<file path="config.mk">
export PLATFORM = sky130hd
export DESIGN_NAME = bit_band_alias_remapper
export DESIGN_NICKNAME = d
export VERILOG_FILES = /design/src/hw/bitband_pkg.sv /design/src/hw/bitband_hold.sv /design/src/hw/bit_band_alias_remapper.sv
export SDC_FILE = /design/constraint.sdc
export NUM_CORES = 1
export LEC_CHECK = 0
export BUFFER_PORTS_ARGS = -buffer_cell sky130_fd_sc_hd__buf_2
export CAP_MARGIN = 20
export CORE_MARGIN = 1.5
export CORE_UTILIZATION = 26
export CTS_BUF_LIST = sky130_fd_sc_hd__clkbuf_8 sky130_fd_sc_hd__clkbuf_16
export CTS_CLUSTER_SIZE = 8
export DETAILED_ROUTE_END_ITERATION = 10
export GPL_TIMING_DRIVEN = 0
export SLEW_MARGIN = 30
export SYNTH_ARGS = -nofsm -noshare
export SYNTH_HDL_FRONTEND = slang
export SYNTH_SLANG_ARGS = --single-unit
</file>
<file path="constraint.sdc">
create_clock -name mclk -period 4.75 [get_ports mclk]
set_input_delay 0.7125 -clock mclk [delete_from_list [all_inputs] [get_ports mclk]]
set_output_delay 0.7125 -clock mclk [all_outputs]
set_load 0.02 [all_outputs]
</file>
<file path="src/hw/bitband_pkg.sv">
// constants and carriers for the alias remapper
// assumes one bus clock and a simple request/answer memory port
package bitband_pkg;
   localparam logic [31:0] SRAM_BAND_BASE = 32'h2000_0000;
   localparam logic [31:0] SRAM_BAND_LAST = 32'h2000_1FFF;
   localparam logic [31:0] SRAM_ALIAS_BASE = 32'h2200_0000;
   localparam logic [31:0] SRAM_ALIAS_LAST = 32'h2203_FFFF;
   localparam logic [31:0] PERI_BAND_BASE = 32'h4000_0000;
   localparam logic [31:0] PERI_BAND_LAST = 32'h400F_FFFF;
   localparam logic [31:0] PERI_ALIAS_BASE = 32'h4200_0000;
   localparam logic [31:0] PERI_ALIAS_LAST = 32'h43FF_FFFF;
   localparam logic [31:0] PERI_REGION_BASE = 32'h4000_0000;
   localparam logic [31:0] PERI_REGION_LAST = 32'h5FFF_FFFF;
   localparam int BAND_OFFSET_BITS = 20;
   localparam int ALIAS_BYTE_LSB = 5;
   localparam int ALIAS_BIT_LSB = 2;
   localparam logic [31:0] ALIAS_READ_SET = 32'h0000_0001;
   localparam logic [31:0] ALIAS_READ_CLEAR = 32'h0000_0000;
   localparam logic [1:0] SIZE_BYTE = 2'h0;
   localparam logic [1:0] SIZE_HALF = 2'h1;
   localparam logic [1:0] SIZE_WORD = 2'h2;

   typedef struct packed {
      logic [31:0] addr;
      logic [1:0] size;
      logic write;
      logic fetch;
      logic [31:0] wdata;
   } request_t;

   typedef struct packed {
      logic [31:0] rdata;
      logic error;
   } answer_t;

   typedef enum logic [2:0] {
      ST_IDLE = 3'h0,
      ST_PASS = 3'h1,
      ST_RD = 3'h2,
      ST_WR = 3'h3,
      ST_DONE = 3'h4
   } state_t;
endpackage : bitband_pkg

</file>
<file path="src/hw/bitband_hold.sv">
// request holding register for the remapper
// assumes load is a one-cycle pulse
`timescale 1ns/1ps
`default_nettype none
module bitband_hold (
   input wire logic mclk,
   input wire logic rst,
   input wire logic load,
   input wire bitband_pkg::request_t din,
   output bitband_pkg::request_t dout
);
   bitband_pkg::request_t hold_reg;
   bitband_pkg::request_t hold_next;

   always_comb begin
      hold_next = hold_reg;
      if (load) begin
         hold_next = din;
      end
   end

   always_ff @(posedge mclk) begin
      if (rst) begin
         hold_reg <= '0;
      end else begin
         hold_reg <= hold_next;
      end
   end

   assign dout = hold_reg;
endmodule : bitband_hold
`default_nettype wire

</file>
<file path="src/hw/bit_band_alias_remapper.sv">
// alias window remapper between master data bus and memory port
// assumes master holds a request until upVld/upRdy handshake, one outstanding
// access; memory answers dnDone one or more cycles after dnVld taken
`timescale 1ns/1ps
`default_nettype none
// Function
// - the low SRAM band is passed through directly and also reachable via its alias window.
// - data accesses in the SRAM alias window go to the matching band bit, fetches are not remapped.
// - data accesses to the peripheral band are passed through directly and also reachable via its alias window.
// - data accesses in the peripheral alias window go to the band bit, fetches there are refused.
// - an alias write becomes read, single-bit change and write back inside this block.
// - alias offset divided by 32 gives the byte, bits 4:2 give the bit number.
// - the decoded bit number picks one of eight bits in the band byte.
// - the remapped memory access keeps the size of the alias access.
// - bit 0 of alias write data is the new value of the target bit.
// - alias write data bits 31 to 1 are ignored.
// - an alias read returns 1 when the bit is set and 0 when clear.
// - the peripheral band is the lowest 1 MB of its region with a 32 MB alias window; the SRAM band is 8 KB with a 256 KB window.
// - memory is byte addressed little-endian, lowest address in the low lane.
// - the peripheral region never permits instruction fetch.
module bit_band_alias_remapper (
   input wire logic mclk,
   input wire logic rst,
   input wire logic upVld,
   output logic upRdy,
   input wire bitband_pkg::request_t upReq,
   output logic upDone,
   output bitband_pkg::answer_t upAns,
   output logic dnVld,
   input wire logic dnRdy,
   output bitband_pkg::request_t dnReq,
   input wire logic dnDone,
   input wire bitband_pkg::answer_t dnAns
);
   bitband_pkg::state_t stateReg;
   bitband_pkg::state_t stateNext;
   logic issuedReg;
   logic issuedNext;
   logic [31:0] rdReg;
   logic [31:0] rdNext;
   bitband_pkg::answer_t ansReg;
   bitband_pkg::answer_t ansNext;
   bitband_pkg::request_t held;
   logic take;
   logic heldAlias;
   logic [31:0] targetAddr;
   logic [4:0] bitIdx;
   logic [31:0] wbData;

   function automatic logic inRange(
      input logic [31:0] a,
      input logic [31:0] lo,
      input logic [31:0] hi
   );
      return (a >= lo) && (a <= hi);
   endfunction : inRange

   function automatic logic inPeriAlias(input logic [31:0] a);
      return inRange(a, bitband_pkg::PERI_ALIAS_BASE, bitband_pkg::PERI_ALIAS_LAST);
   endfunction : inPeriAlias

   function automatic logic isAlias(input logic [31:0] a);
      logic sramHit;
      sramHit = inRange(a, bitband_pkg::SRAM_ALIAS_BASE, bitband_pkg::SRAM_ALIAS_LAST);
      return sramHit || inPeriAlias(a);
   endfunction : isAlias

   function automatic logic isPeriRegion(input logic [31:0] a);
      return inRange(a, bitband_pkg::PERI_REGION_BASE, bitband_pkg::PERI_REGION_LAST);
   endfunction : isPeriRegion

   // offset of the alias word inside its own window
   function automatic logic [31:0] aliasOffset(input logic [31:0] a);
      logic [31:0] offset;
      if (inPeriAlias(a)) begin
         offset = a - bitband_pkg::PERI_ALIAS_BASE;
      end else begin
         offset = a - bitband_pkg::SRAM_ALIAS_BASE;
      end
      return offset;
   endfunction : aliasOffset

   // band byte that an alias word stands for: offset / 32
   function automatic logic [31:0] bandByte(input logic [31:0] a);
      logic [31:0] offset;
      logic [31:0] base;
      offset = aliasOffset(a);
      if (inPeriAlias(a)) begin
         base = bitband_pkg::PERI_BAND_BASE;
      end else begin
         base = bitband_pkg::SRAM_BAND_BASE;
      end
      return base + {12'h000, offset[bitband_pkg::ALIAS_BYTE_LSB +: bitband_pkg::BAND_OFFSET_BITS]};
   endfunction : bandByte

   // lane of the byte times eight plus bit number; band bases are word aligned
   function automatic logic [4:0] bitIndex(input logic [31:0] a);
      logic [31:0] offset;
      offset = aliasOffset(a);
      return {offset[bitband_pkg::ALIAS_BYTE_LSB +: 2], offset[bitband_pkg::ALIAS_BIT_LSB +: 3]};
   endfunction : bitIndex

   // address of the access that holds the band byte, at the alias size
   function automatic logic [31:0] alignAddr(
      input logic [31:0] a,
      input logic [1:0] size
   );
      logic [31:0] aligned;
      case (size)
         bitband_pkg::SIZE_BYTE: begin
            aligned = a;
         end
         bitband_pkg::SIZE_HALF: begin
            aligned = {a[31:1], 1'b0};
         end
         default: begin
            aligned = {a[31:2], 2'h0};
         end
      endcase
      return aligned;
   endfunction : alignAddr

   assign upRdy = (stateReg == bitband_pkg::ST_IDLE);
   assign take = upVld && upRdy;
   assign upDone = (stateReg == bitband_pkg::ST_DONE);
   assign upAns = ansReg;

   // request stays put for the whole read-modify-write
   bitband_hold u_bitband_hold (
      .mclk(mclk),
      .rst(rst),
      .load(take),
      .din(upReq),
      .dout(held)
   );

   assign heldAlias = isAlias(held.addr) && !held.fetch;
   assign targetAddr = alignAddr(bandByte(held.addr), held.size);
   assign bitIdx = bitIndex(held.addr);

   // only bit 0 of the alias data reaches memory
   always_comb begin
      wbData = rdReg;
      wbData[bitIdx] = held.wdata[0];
   end

   assign dnVld = ((stateReg == bitband_pkg::ST_PASS) ||
                   (stateReg == bitband_pkg::ST_RD) ||
                   (stateReg == bitband_pkg::ST_WR)) && !issuedReg;

   always_comb begin
      dnReq = held;
      case (stateReg)
         bitband_pkg::ST_RD: begin
            dnReq.addr = targetAddr;
            dnReq.write = 1'b0;
            dnReq.fetch = 1'b0;
            dnReq.wdata = 32'h0000_0000;
         end
         bitband_pkg::ST_WR: begin
            dnReq.addr = targetAddr;
            dnReq.write = 1'b1;
            dnReq.fetch = 1'b0;
            dnReq.wdata = wbData;
         end
         default: begin
         end
      endcase
   end

   always_comb begin
      stateNext = stateReg;
      issuedNext = issuedReg;
      rdNext = rdReg;
      ansNext = ansReg;
      if (dnVld && dnRdy) begin
         issuedNext = 1'b1;
      end
      case (stateReg)
         bitband_pkg::ST_IDLE: begin
            issuedNext = 1'b0;
            if (take) begin
               if (upReq.fetch && isPeriRegion(upReq.addr)) begin
                  // fetch from device memory is refused without a memory access
                  ansNext.rdata = bitband_pkg::ALIAS_READ_CLEAR;
                  ansNext.error = 1'b1;
                  stateNext = bitband_pkg::ST_DONE;
               end else if (!upReq.fetch && isAlias(upReq.addr)) begin
                  stateNext = bitband_pkg::ST_RD;
               end else begin
                  stateNext = bitband_pkg::ST_PASS;
               end
            end
         end
         bitband_pkg::ST_PASS: begin
            if (issuedReg && dnDone) begin
               ansNext = dnAns;
               issuedNext = 1'b0;
               stateNext = bitband_pkg::ST_DONE;
            end
         end
         bitband_pkg::ST_RD: begin
            if (issuedReg && dnDone) begin
               rdNext = dnAns.rdata;
               issuedNext = 1'b0;
               if (held.write && !dnAns.error) begin
                  stateNext = bitband_pkg::ST_WR;
               end else if (held.write) begin
                  // failed read: no write back, so no other bit is disturbed
                  ansNext.rdata = bitband_pkg::ALIAS_READ_CLEAR;
                  ansNext.error = 1'b1;
                  stateNext = bitband_pkg::ST_DONE;
               end else begin
                  if (dnAns.rdata[bitIdx]) begin
                     ansNext.rdata = bitband_pkg::ALIAS_READ_SET;
                  end else begin
                     ansNext.rdata = bitband_pkg::ALIAS_READ_CLEAR;
                  end
                  ansNext.error = dnAns.error;
                  stateNext = bitband_pkg::ST_DONE;
               end
            end
         end
         bitband_pkg::ST_WR: begin
            if (issuedReg && dnDone) begin
               ansNext.rdata = bitband_pkg::ALIAS_READ_CLEAR;
               ansNext.error = dnAns.error;
               issuedNext = 1'b0;
               stateNext = bitband_pkg::ST_DONE;
            end
         end
         bitband_pkg::ST_DONE: begin
            issuedNext = 1'b0;
            stateNext = bitband_pkg::ST_IDLE;
         end
         default: begin
            issuedNext = 1'b0;
            stateNext = bitband_pkg::ST_IDLE;
         end
      endcase
   end

   always_ff @(posedge mclk) begin
      if (rst) begin
         stateReg <= bitband_pkg::ST_IDLE;
         issuedReg <= 1'b0;
         rdReg <= 32'h0000_0000;
         ansReg <= '0;
      end else begin
         stateReg <= stateNext;
         issuedReg <= issuedNext;
         rdReg <= rdNext;
         ansReg <= ansNext;
      end
   end

   chk_fetch_refused: assert property (@(posedge mclk) disable iff (rst)
      take && upReq.fetch && isPeriRegion(upReq.addr) |=> upDone && upAns.error)
      else $error("device fetch not refused");

   chk_no_device_fetch: assert property (@(posedge mclk) disable iff (rst)
      dnVld |-> !(dnReq.fetch && isPeriRegion(dnReq.addr)))
      else $error("fetch reached device memory");

   chk_pass_intact: assert property (@(posedge mclk) disable iff (rst)
      take && !(isAlias(upReq.addr) && !upReq.fetch) && !(upReq.fetch && isPeriRegion(upReq.addr))
      |=> dnVld && (dnReq == $past(upReq)))
      else $error("pass through access altered");

   chk_size_kept: assert property (@(posedge mclk) disable iff (rst)
      dnVld && (stateReg != bitband_pkg::ST_PASS) |-> dnReq.size == held.size)
      else $error("remapped size differs");

   chk_band_target: assert property (@(posedge mclk) disable iff (rst)
      dnVld && (stateReg == bitband_pkg::ST_RD)
      |-> inRange(dnReq.addr, bitband_pkg::SRAM_BAND_BASE, bitband_pkg::SRAM_BAND_LAST) ||
          inRange(dnReq.addr, bitband_pkg::PERI_BAND_BASE, bitband_pkg::PERI_BAND_LAST))
      else $error("remapped access outside band");

   chk_one_bit_change: assert property (@(posedge mclk) disable iff (rst)
      dnVld && (stateReg == bitband_pkg::ST_WR) |-> $onehot0(dnReq.wdata ^ rdReg))
      else $error("write back changes more than one bit");

   chk_new_bit_value: assert property (@(posedge mclk) disable iff (rst)
      dnVld && (stateReg == bitband_pkg::ST_WR) |-> dnReq.wdata[bitIdx] == held.wdata[0])
      else $error("target bit not taken from data bit 0");

   chk_read_shape: assert property (@(posedge mclk) disable iff (rst)
      upDone && heldAlias && !held.write |-> upAns.rdata[31:1] == 31'h0000_0000)
      else $error("alias read upper bits not zero");

   cov_alias_write: cover property (@(posedge mclk) disable iff (rst)
      dnVld && (stateReg == bitband_pkg::ST_WR));

   cov_alias_read: cover property (@(posedge mclk) disable iff (rst)
      upDone && heldAlias && !held.write);

   cov_refused: cover property (@(posedge mclk) disable iff (rst)
      upDone && upAns.error);

   cov_pass: cover property (@(posedge mclk) disable iff (rst)
      upDone && !heldAlias && !upAns.error);
endmodule : bit_band_alias_remapper
`default_nettype wire

</file>
# Word level (Yosys, flattened, before mapping)
# Cells that the tools add are included.
# totals
register_bits	137
in_bits	106
out_inout_bits	104
word_cells	90
# classes
add_sub_neg	3
order_cmp	10
n_eq_ne	12
muxes	26
n_bitwise	1
reduce_logical	28
# op_table
operator	n
33-bit two-way mux	6
33-bit one-hot mux with 4 select lines	1
32-bit by 31-bit greater-or-equal comparator with 1-bit output (second input constant)	3
32-bit by 31-bit <= comparator with 1-bit output (second input constant)	3
34-bit one-hot mux with 2 select lines	1
25-bit by 1-bit subtractor with 25-bit output (second input constant)	2
31-bit by 20-bit adder with 32-bit output	1
32-bit bitwise mux	1
32-bit by 30-bit greater-or-equal comparator with 1-bit output (second input constant)	1
32-bit by 30-bit <= comparator with 1-bit output (second input constant)	1
32-bit two-way mux	1
31-bit two-way mux	1
25-bit two-way mux	1
3-bit two-way mux	5
1-bit logical AND	12
2-bit by 1-bit inequality test with 1-bit output (second input constant)	6
3-bit one-hot mux with 3 select lines	1
7-bit AND reduction	1
3-bit by 2-bit equality test with 1-bit output (second input constant)	2
5-bit by 6-bit less-than comparator with 1-bit output (second input constant)	1
3-bit OR reduction	2
1-bit binary-select mux with 5-bit select	1
1-bit demux with 5-bit select	1
5-bit by 1-bit greater-or-equal comparator with 1-bit output (second input constant)	1
other kinds (16)	24

# Depth between registers and ports, before layout
# Gate-level depths: netlist of run 1.
# depth
word_depth	10
mapped_depth	8
depth_no_buf	5

# Hierarchy
# Synthesis of run 1 repeated with hierarchy kept, for this count alone.
# hier_totals
hier_cells	835
area_unflattened_um2	6653.9
# modules_own_cells
mod	instances	cells_each	area_each_um2	seq_area_each_um2
bit_band_alias_remapper	1	615	4229.1	1381.3
bitband_hold	1	220	2424.8	1361.3

# Worst setup path before layout of run 1
# Ideal clock, no wire load.
# synth_timing
kind	register to output
from	register u_bitband_hold.hold_reg, in the netlist u_bitband_hold.dout[40]
to	output dnReq[16] (netlist bit)
arrival_time_ps	1775
required_ps	4038
slack_ps	2262
path_stages_with_launch	7
n_path_buf	2
cell_sequence	dfxtp_1 buf_2 or3b_2 clkbuf_1 nor3_1 mux2i_1 o21ai_0
# synth_lines
item	line_no	text
start: declaration	bitband_hold.sv:12	bitband_pkg::request_t hold_reg;
start signal: assignment	bitband_hold.sv:26	hold_reg <= hold_next;
end: declaration	bit_band_alias_remapper.sv:31	output bitband_pkg::request_t dnReq,

==> results of run 1 <==
[Yosys cell counts (2+ instances only)]
cell | number | area, um^2
a21oi_1 | 136 | 680.7
mux2i_1 | 48 | 480.5
buf_2 | 20 | 100.1
nor3_1 | 10 | 50.05
o21ai_0 | 32 | 160.2
clkbuf_1 | 52 | 195.2
nor3b_1 | 2 | 15.01
nor4b_1 | 2 | 17.52
nand2_1 | 326 | 1224
nand2b_1 | 6 | 37.54
nor2_1 | 29 | 108.9
nand3_1 | 34 | 170.2
buf_6 | 4 | 45.04
or3b_2 | 3 | 26.28
nor2b_1 | 2 | 12.51
and3_1 | 3 | 18.77
o22ai_1 | 8 | 50.05
o21ai_1 | 2 | 10.01
inv_1 | 2 | 7.510
buf_4 | 5 | 37.54
dfxtp_1 | 137 | 2743
nand3b_1 | 4 | 30.03
nor4_1 | 7 | 43.79
and2_1 | 13 | 81.33
[report_power, final]
| part | total [mW] | internal (mW) | switching, mW |
|---|---|---|---|
| registers | 1.26 | 1.22 | 0.0410 |
| logic | 0.655 | 0.215 | 0.440 |
| clock network | 1.32 | 0.773 | 0.549 |
| total | 3.23 | 2.20 | 1.03 |
[worst min-delay path, cell delays in order, from the launching register on]
cell and delay [ns]:
dfxtp_1 0.31, nand2_1 0.05, a21oi_1 0.05
[worst paths after layout]
path                             end                    start  slack (ns)  depth (start not counted)
min reg2reg  u_bitband_hold.dout[32]  u_bitband_hold.dout[32]        0.45                          2
max reg2reg                upAns[12]              stateReg[0]        2.65                          5
min          u_bitband_hold.dout[32]  u_bitband_hold.dout[32]        0.45                          2
max                         dnReq[0]              stateReg[2]        1.46                          7
[layout make-up]
| type | instances | share of cell area, % |
|---|---|---|
| Multi-Input combinational cell | 684 | 39.49 |
| Sequential cell | 137 | 32.20 |
| Timing Repair Buffer | 208 | 12.22 |
| Clock buffer | 17 | 4.995 |
| Tap cell | 324 | 4.760 |
| Buffer | 81 | 4.437 |
| Clock inverter | 15 | 1.807 |
| Inverter | 2 | 0.08814 |
[registers in the layout, indices dropped and copies added (netlist names)]
signal               count
issuedReg                1
rdReg                   32
stateReg                 3
upAns                   33
u_bitband_hold.dout     68
[routing by layer]
layer	vias to the layer above	global-route usage (%)	part of all wire (%)
met4	2	8.081	2.9
met3	41	3.287	5.5
met2	233	30.04	45
met1	3141	25.48	46
li1	3463	-	-
met5	-	0	0.052
[logic make-up (layout without fill, tap and decap cells)]
| logic type | after synthesis | after routing |
|---|---|---|
| DFF | 137 | 137 |
| and+or+nand+nor | 447 | 447 |
| muxes | 48 | 48 |
| AOI/OAI and AO/OA | 189 | 189 |
| buffers and inverters | 83 | 323 |
[through the flow]
step | total power, mW | area (um^2) | instances
3_5_place_dp | 1.934 | 7938 | 1436
2_1_floorplan | 1.675 | 6491 | 904
6_report | 3.232 | 8517 | 1468
4_1_cts | 3.244 | 8517 | 1468
3_3_place_gp | 1.928 | 7938 | 1436
5_1_grt | 3.363 | 8517 | 1468
==> flow_summary.ini, run 1 <==
[route]
drt_iter0_drc = 441
ant_nets = 0
viasPerCell = 4.687
drc = 0
wl_per_cell_um = 17.06
drt-pass1-iter-count = 5
vias = 6880
wl_um = 25040

[die]
num_rows = 57
dieWidth_um = 161.0
core_um2 = 24390
die_area_um2 = 25920
start_util_pct = 26.61
die_h_um = 161.0
io_pins = 210

[cts]
cts_tree = yes
cts_root_buf = clkbuf_16
cts_inserted_buffers = 17
clockBufferDepth = 2
clock_sinks = 137
cts_resized = 0
cts_setup_buffers = 0
clock_latency_ns = 0.42
hold_buffers = 0
htreeDepth = 4
path_clk_slew_ns = 0.06

[global_routing]
grt_overflow_total = 0
grt_pass1_vias = 6587
grt_max_degree = 17
grt.total_usage_pct = 18.99
antenna_found_initial = 1
grt_pass1_wl_um = 37390

[yosys]
synth_top_family_by_area = simple AND/OR/NAND/NOR gates
synthArstFlopShare_pct = 0
synth-seq-area-share_pct = 42.25
yosysWarningCount = 0
synth_nets = 1010
synth_area_um2 = 6491
synth_xor_area_share_pct = 0
synth_compound_area_share_pct = 15.36
post_synth.cell_area_avg_um2 = 7.181
synth_fa_ha_area_share_pct = 0
synthMuxAreaShare_pct = 7.402
synth-simple-area-share_pct = 29.05
syn_inst = 904
synth_edf_count = 0
synth.distinct_cells = 41
synth_seq_cells = 137
yosys_most_used_dff = dfxtp_1

[sta]
grt_setup_unrepaired = false
finalSetupViolCount = 0
fmax_mhz = 303.9
tightest_slew_ns = 0.8109
holdWs_ns = 0.4520
post-route-min-period_ns = 3.291
setup-tns-final_ns = 0
period_share_pct = 69.28
final.setup_skew_ns = 0.005409
max_slew_margin_pct = 45.82
drv_slew = 0
final.setup.worst_slack_ns = 1.459
final-hold-violation-count = 0

[setup_path]
path_class = flip-flop to primary output
cp-start-kind = flip-flop
slowest_stage = clkbuf_1
crit_path_max_incr_delay_ns = 0.55
cp.required_ns = 4.04
crit_arrival_ns = 2.58
cp-end-kind = primary output
worst-path-buf-inv = 4
worstPathMaxFanout = 10
crit_chain = buf_2 -> nand2b_1 -> clkbuf_1 -> clkbuf_1 -> nand2_1 -> nand2_1 -> buf_2
cp_top_family = buffers and inverters

[power_and_ir_drop]
p_leak_nw = 3.493
power.density_nw_per_um2 = 379.5
max-vdd-ir-drop_mv = 0.2084

[place]
dp_slack_ns = 1.916
place.gp.congestion = 0.8594
dp_hpwl_um = 19650
portBuffers = 208

[job]
cap_violations = 0

[worst_hold_path]
min_path_type = flip-flop to flip-flop

[layout]
layout.nets = 1237
layout_common_cells = 326 x nand2_1, 228 x buf_2, 137 x dfxtp_1
seqCellArea_um2 = 2743
drive_gt1_share_pct = 23.95
multi_input_area_um2 = 3363
final_common_cell = nand2_1
diodes = 0
finish.utilization_pct = 34.92
fillCellCount = 2665
syn_to_final_growth_pct = 31.21

[run_status]
status = finished clean
Power figures use the tool's default switching activity.
==> run 2, diff against run 1 <==
clock period = 3.2 ns   (was 4.75 ns; I/O delays follow)
==> flow_summary.ini, run 2 (same netlist as run 1, synthesis figures left out) <==
[setup_path]
crit_chain = buf_2 -> or3b_2 -> clkbuf_1 -> nor2_1 -> mux2i_1 -> o21ai_0 -> buf_2
r2r_slack_ns = 1.08
cp_top_family = buffers and inverters
slowest_stage = or3b_2
worstPathMaxFanout = 10
cp.required_ns = 2.72
r2r-start = stateReg[0]
r2r-end = upAns[12]
cp-start-kind = flip-flop
reg2regPathDepth = 5
worst-path-buf-inv = 3
cpMostUsedCell = buf_2
cp-end-kind = primary output
path_class = flip-flop to primary output
crit_arrival_ns = 2.52
crit_path_max_incr_delay_ns = 0.46

[power_and_ir_drop]
pwr-share-clk_pct = 40.9
p_leak_nw = 3.496
power.density_nw_per_um2 = 563.3
max-vdd-ir-drop_mv = 0.3095
p_comb_share_pct = 20.3
internal_power_mw = 3.270
power_switching_mw = 1.529
switching_share_pct = 31.86
p_seq_share_pct = 38.9

[run_status]
status = finished clean

[route]
ant_nets = 0
vias = 6861
drt-pass1-iter-count = 5
wl_per_cell_um = 17.08
drc = 0
viasPerCell = 4.674
wl_um = 25070
drt_iter0_drc = 442

[sta]
drv_slew = 0
setup-tns-final_ns = 0
tightest_slew_ns = 0.8318
grt_setup_unrepaired = false
post-route-min-period_ns = 2.999
finalSetupViolCount = 0
final.setup_skew_ns = 0.005320
period_share_pct = 93.71
fmax_mhz = 333.5
final-hold-violation-count = 0
max_slew_margin_pct = 44.43

[worst_hold_path]
min_path_type = primary input to flip-flop
whs_endpoint = u_bitband_hold.dout[34]
hold_depth = 3
worstHoldStart = upReq[34]

[cts]
htreeDepth = 4
path_clk_slew_ns = 0.06
cts_setup_buffers = 0
clock_latency_ns = 0.42
cts_tree = yes
clock_sinks = 137
clockBufferDepth = 2
cts_inserted_buffers = 17
cts_root_buf = clkbuf_16

[layout]
layout.nets = 1237
largest_register_ffs = 68
syn_to_final_growth_pct = 31.23
final_common_cell = nand2_1
postLayoutCellArea_um2 = 8518
layout_common_cells = 326 x nand2_1, 228 x buf_2, 137 x dfxtp_1
diodes = 0
drive_gt1_share_pct = 24.04

[die]
dieWidth_um = 161.0
die_area_um2 = 25920
num_rows = 57
die_h_um = 161.0
core_um2 = 24390
io_pins = 210
start_util_pct = 26.61

[job]
cap_violations = 0

[place]
dp_hpwl_um = 19650
place_area_um2 = 7938
place.gp.congestion = 0.8594
portBuffers = 208

[global_routing]
antenna_found_initial = 1
grt_max_degree = 17
grt_pass1_vias = 6587
grt.total_usage_pct = 18.99
grt_overflow_total = 0
grt_pass1_wl_um = 37390
-- run 2: power groups by stage --
| stage | registers, mW | logic, mW | clock network [mW] |
|---|---|---|---|
| final | 1.86 | 0.972 | 1.96 |
| after global routing | 1.88 | 1.06 | 2.06 |
| after CTS | 1.86 | 0.973 | 1.98 |
| after detailed placement | 1.90 | 0.971 | 0 |
| after global placement | 1.90 | 0.963 | 0 |
| after floorplan | 1.90 | 0.588 | 0 |
-- run 2: per-stage QoR --
stage	hold slack, ns	power, mW	util (%)	cells	setup slack, ns
2_1_floorplan	0.4317	2.486	-	904	0.9448
3_3_place_gp	0.4366	2.861	32.54	1436	0.5711
3_5_place_dp	0.4417	2.871	32.54	1436	0.5990
4_1_cts	0.2754	4.816	34.92	1468	0.1423
5_1_grt	0.2916	4.993	34.92	1468	0.1132
6_report	0.2947	4.799	34.92	1468	0.2013
-- run 2: worst max-delay path by stage --
stage | from | to | depth (start not counted)
after floorplan | u_bitband_hold.dout[40] | dnReq[16] | 6
after global placement | stateReg[2] | dnReq[0] | 7
after detailed placement | stateReg[2] | dnReq[12] | 7
after CTS | stateReg[2] | dnReq[12] | 7
after global routing | u_bitband_hold.dout[39] | dnReq[17] | 7
final | u_bitband_hold.dout[41] | dnReq[17] | 7
-- run 2: final cells by class --
type,instances,area (um^2)
inverter,2,7.507
tap,324,405.4
multi-input combinational,684,3363
timing repair buffer,208,1041
fill,2666,15870
clock inverter,15,153.9
sequential,137,2743
clock buffer,17,425.4
buffer,81,379.1
-- run 2: timing repair --
action / CTS / global route
gates resized for setup: 0 / 2
hold buffers: 0 / 0
setup endpoints to repair: 0 / 1
-- run 2: tightest hold or removal path: cells and delay by family --
family | cells | cell delay [ns]
and+or+nand+nor | 1 | 0.05
buffers and inverters | 1 | 0.10
AOI/OAI and AO/OA | 1 | 0.05
-- run 2: per-layer routing --
layer / GRT usage [%] / vias up / routed length, um
li1: - / 3462 / -
met1: 25.48 / 3127 / 11630
met2: 30.04 / 233 / 11320
met3: 3.287 / 37 / 1402
met4: 8.081 / 2 / 702
met5: 0 / - / 13
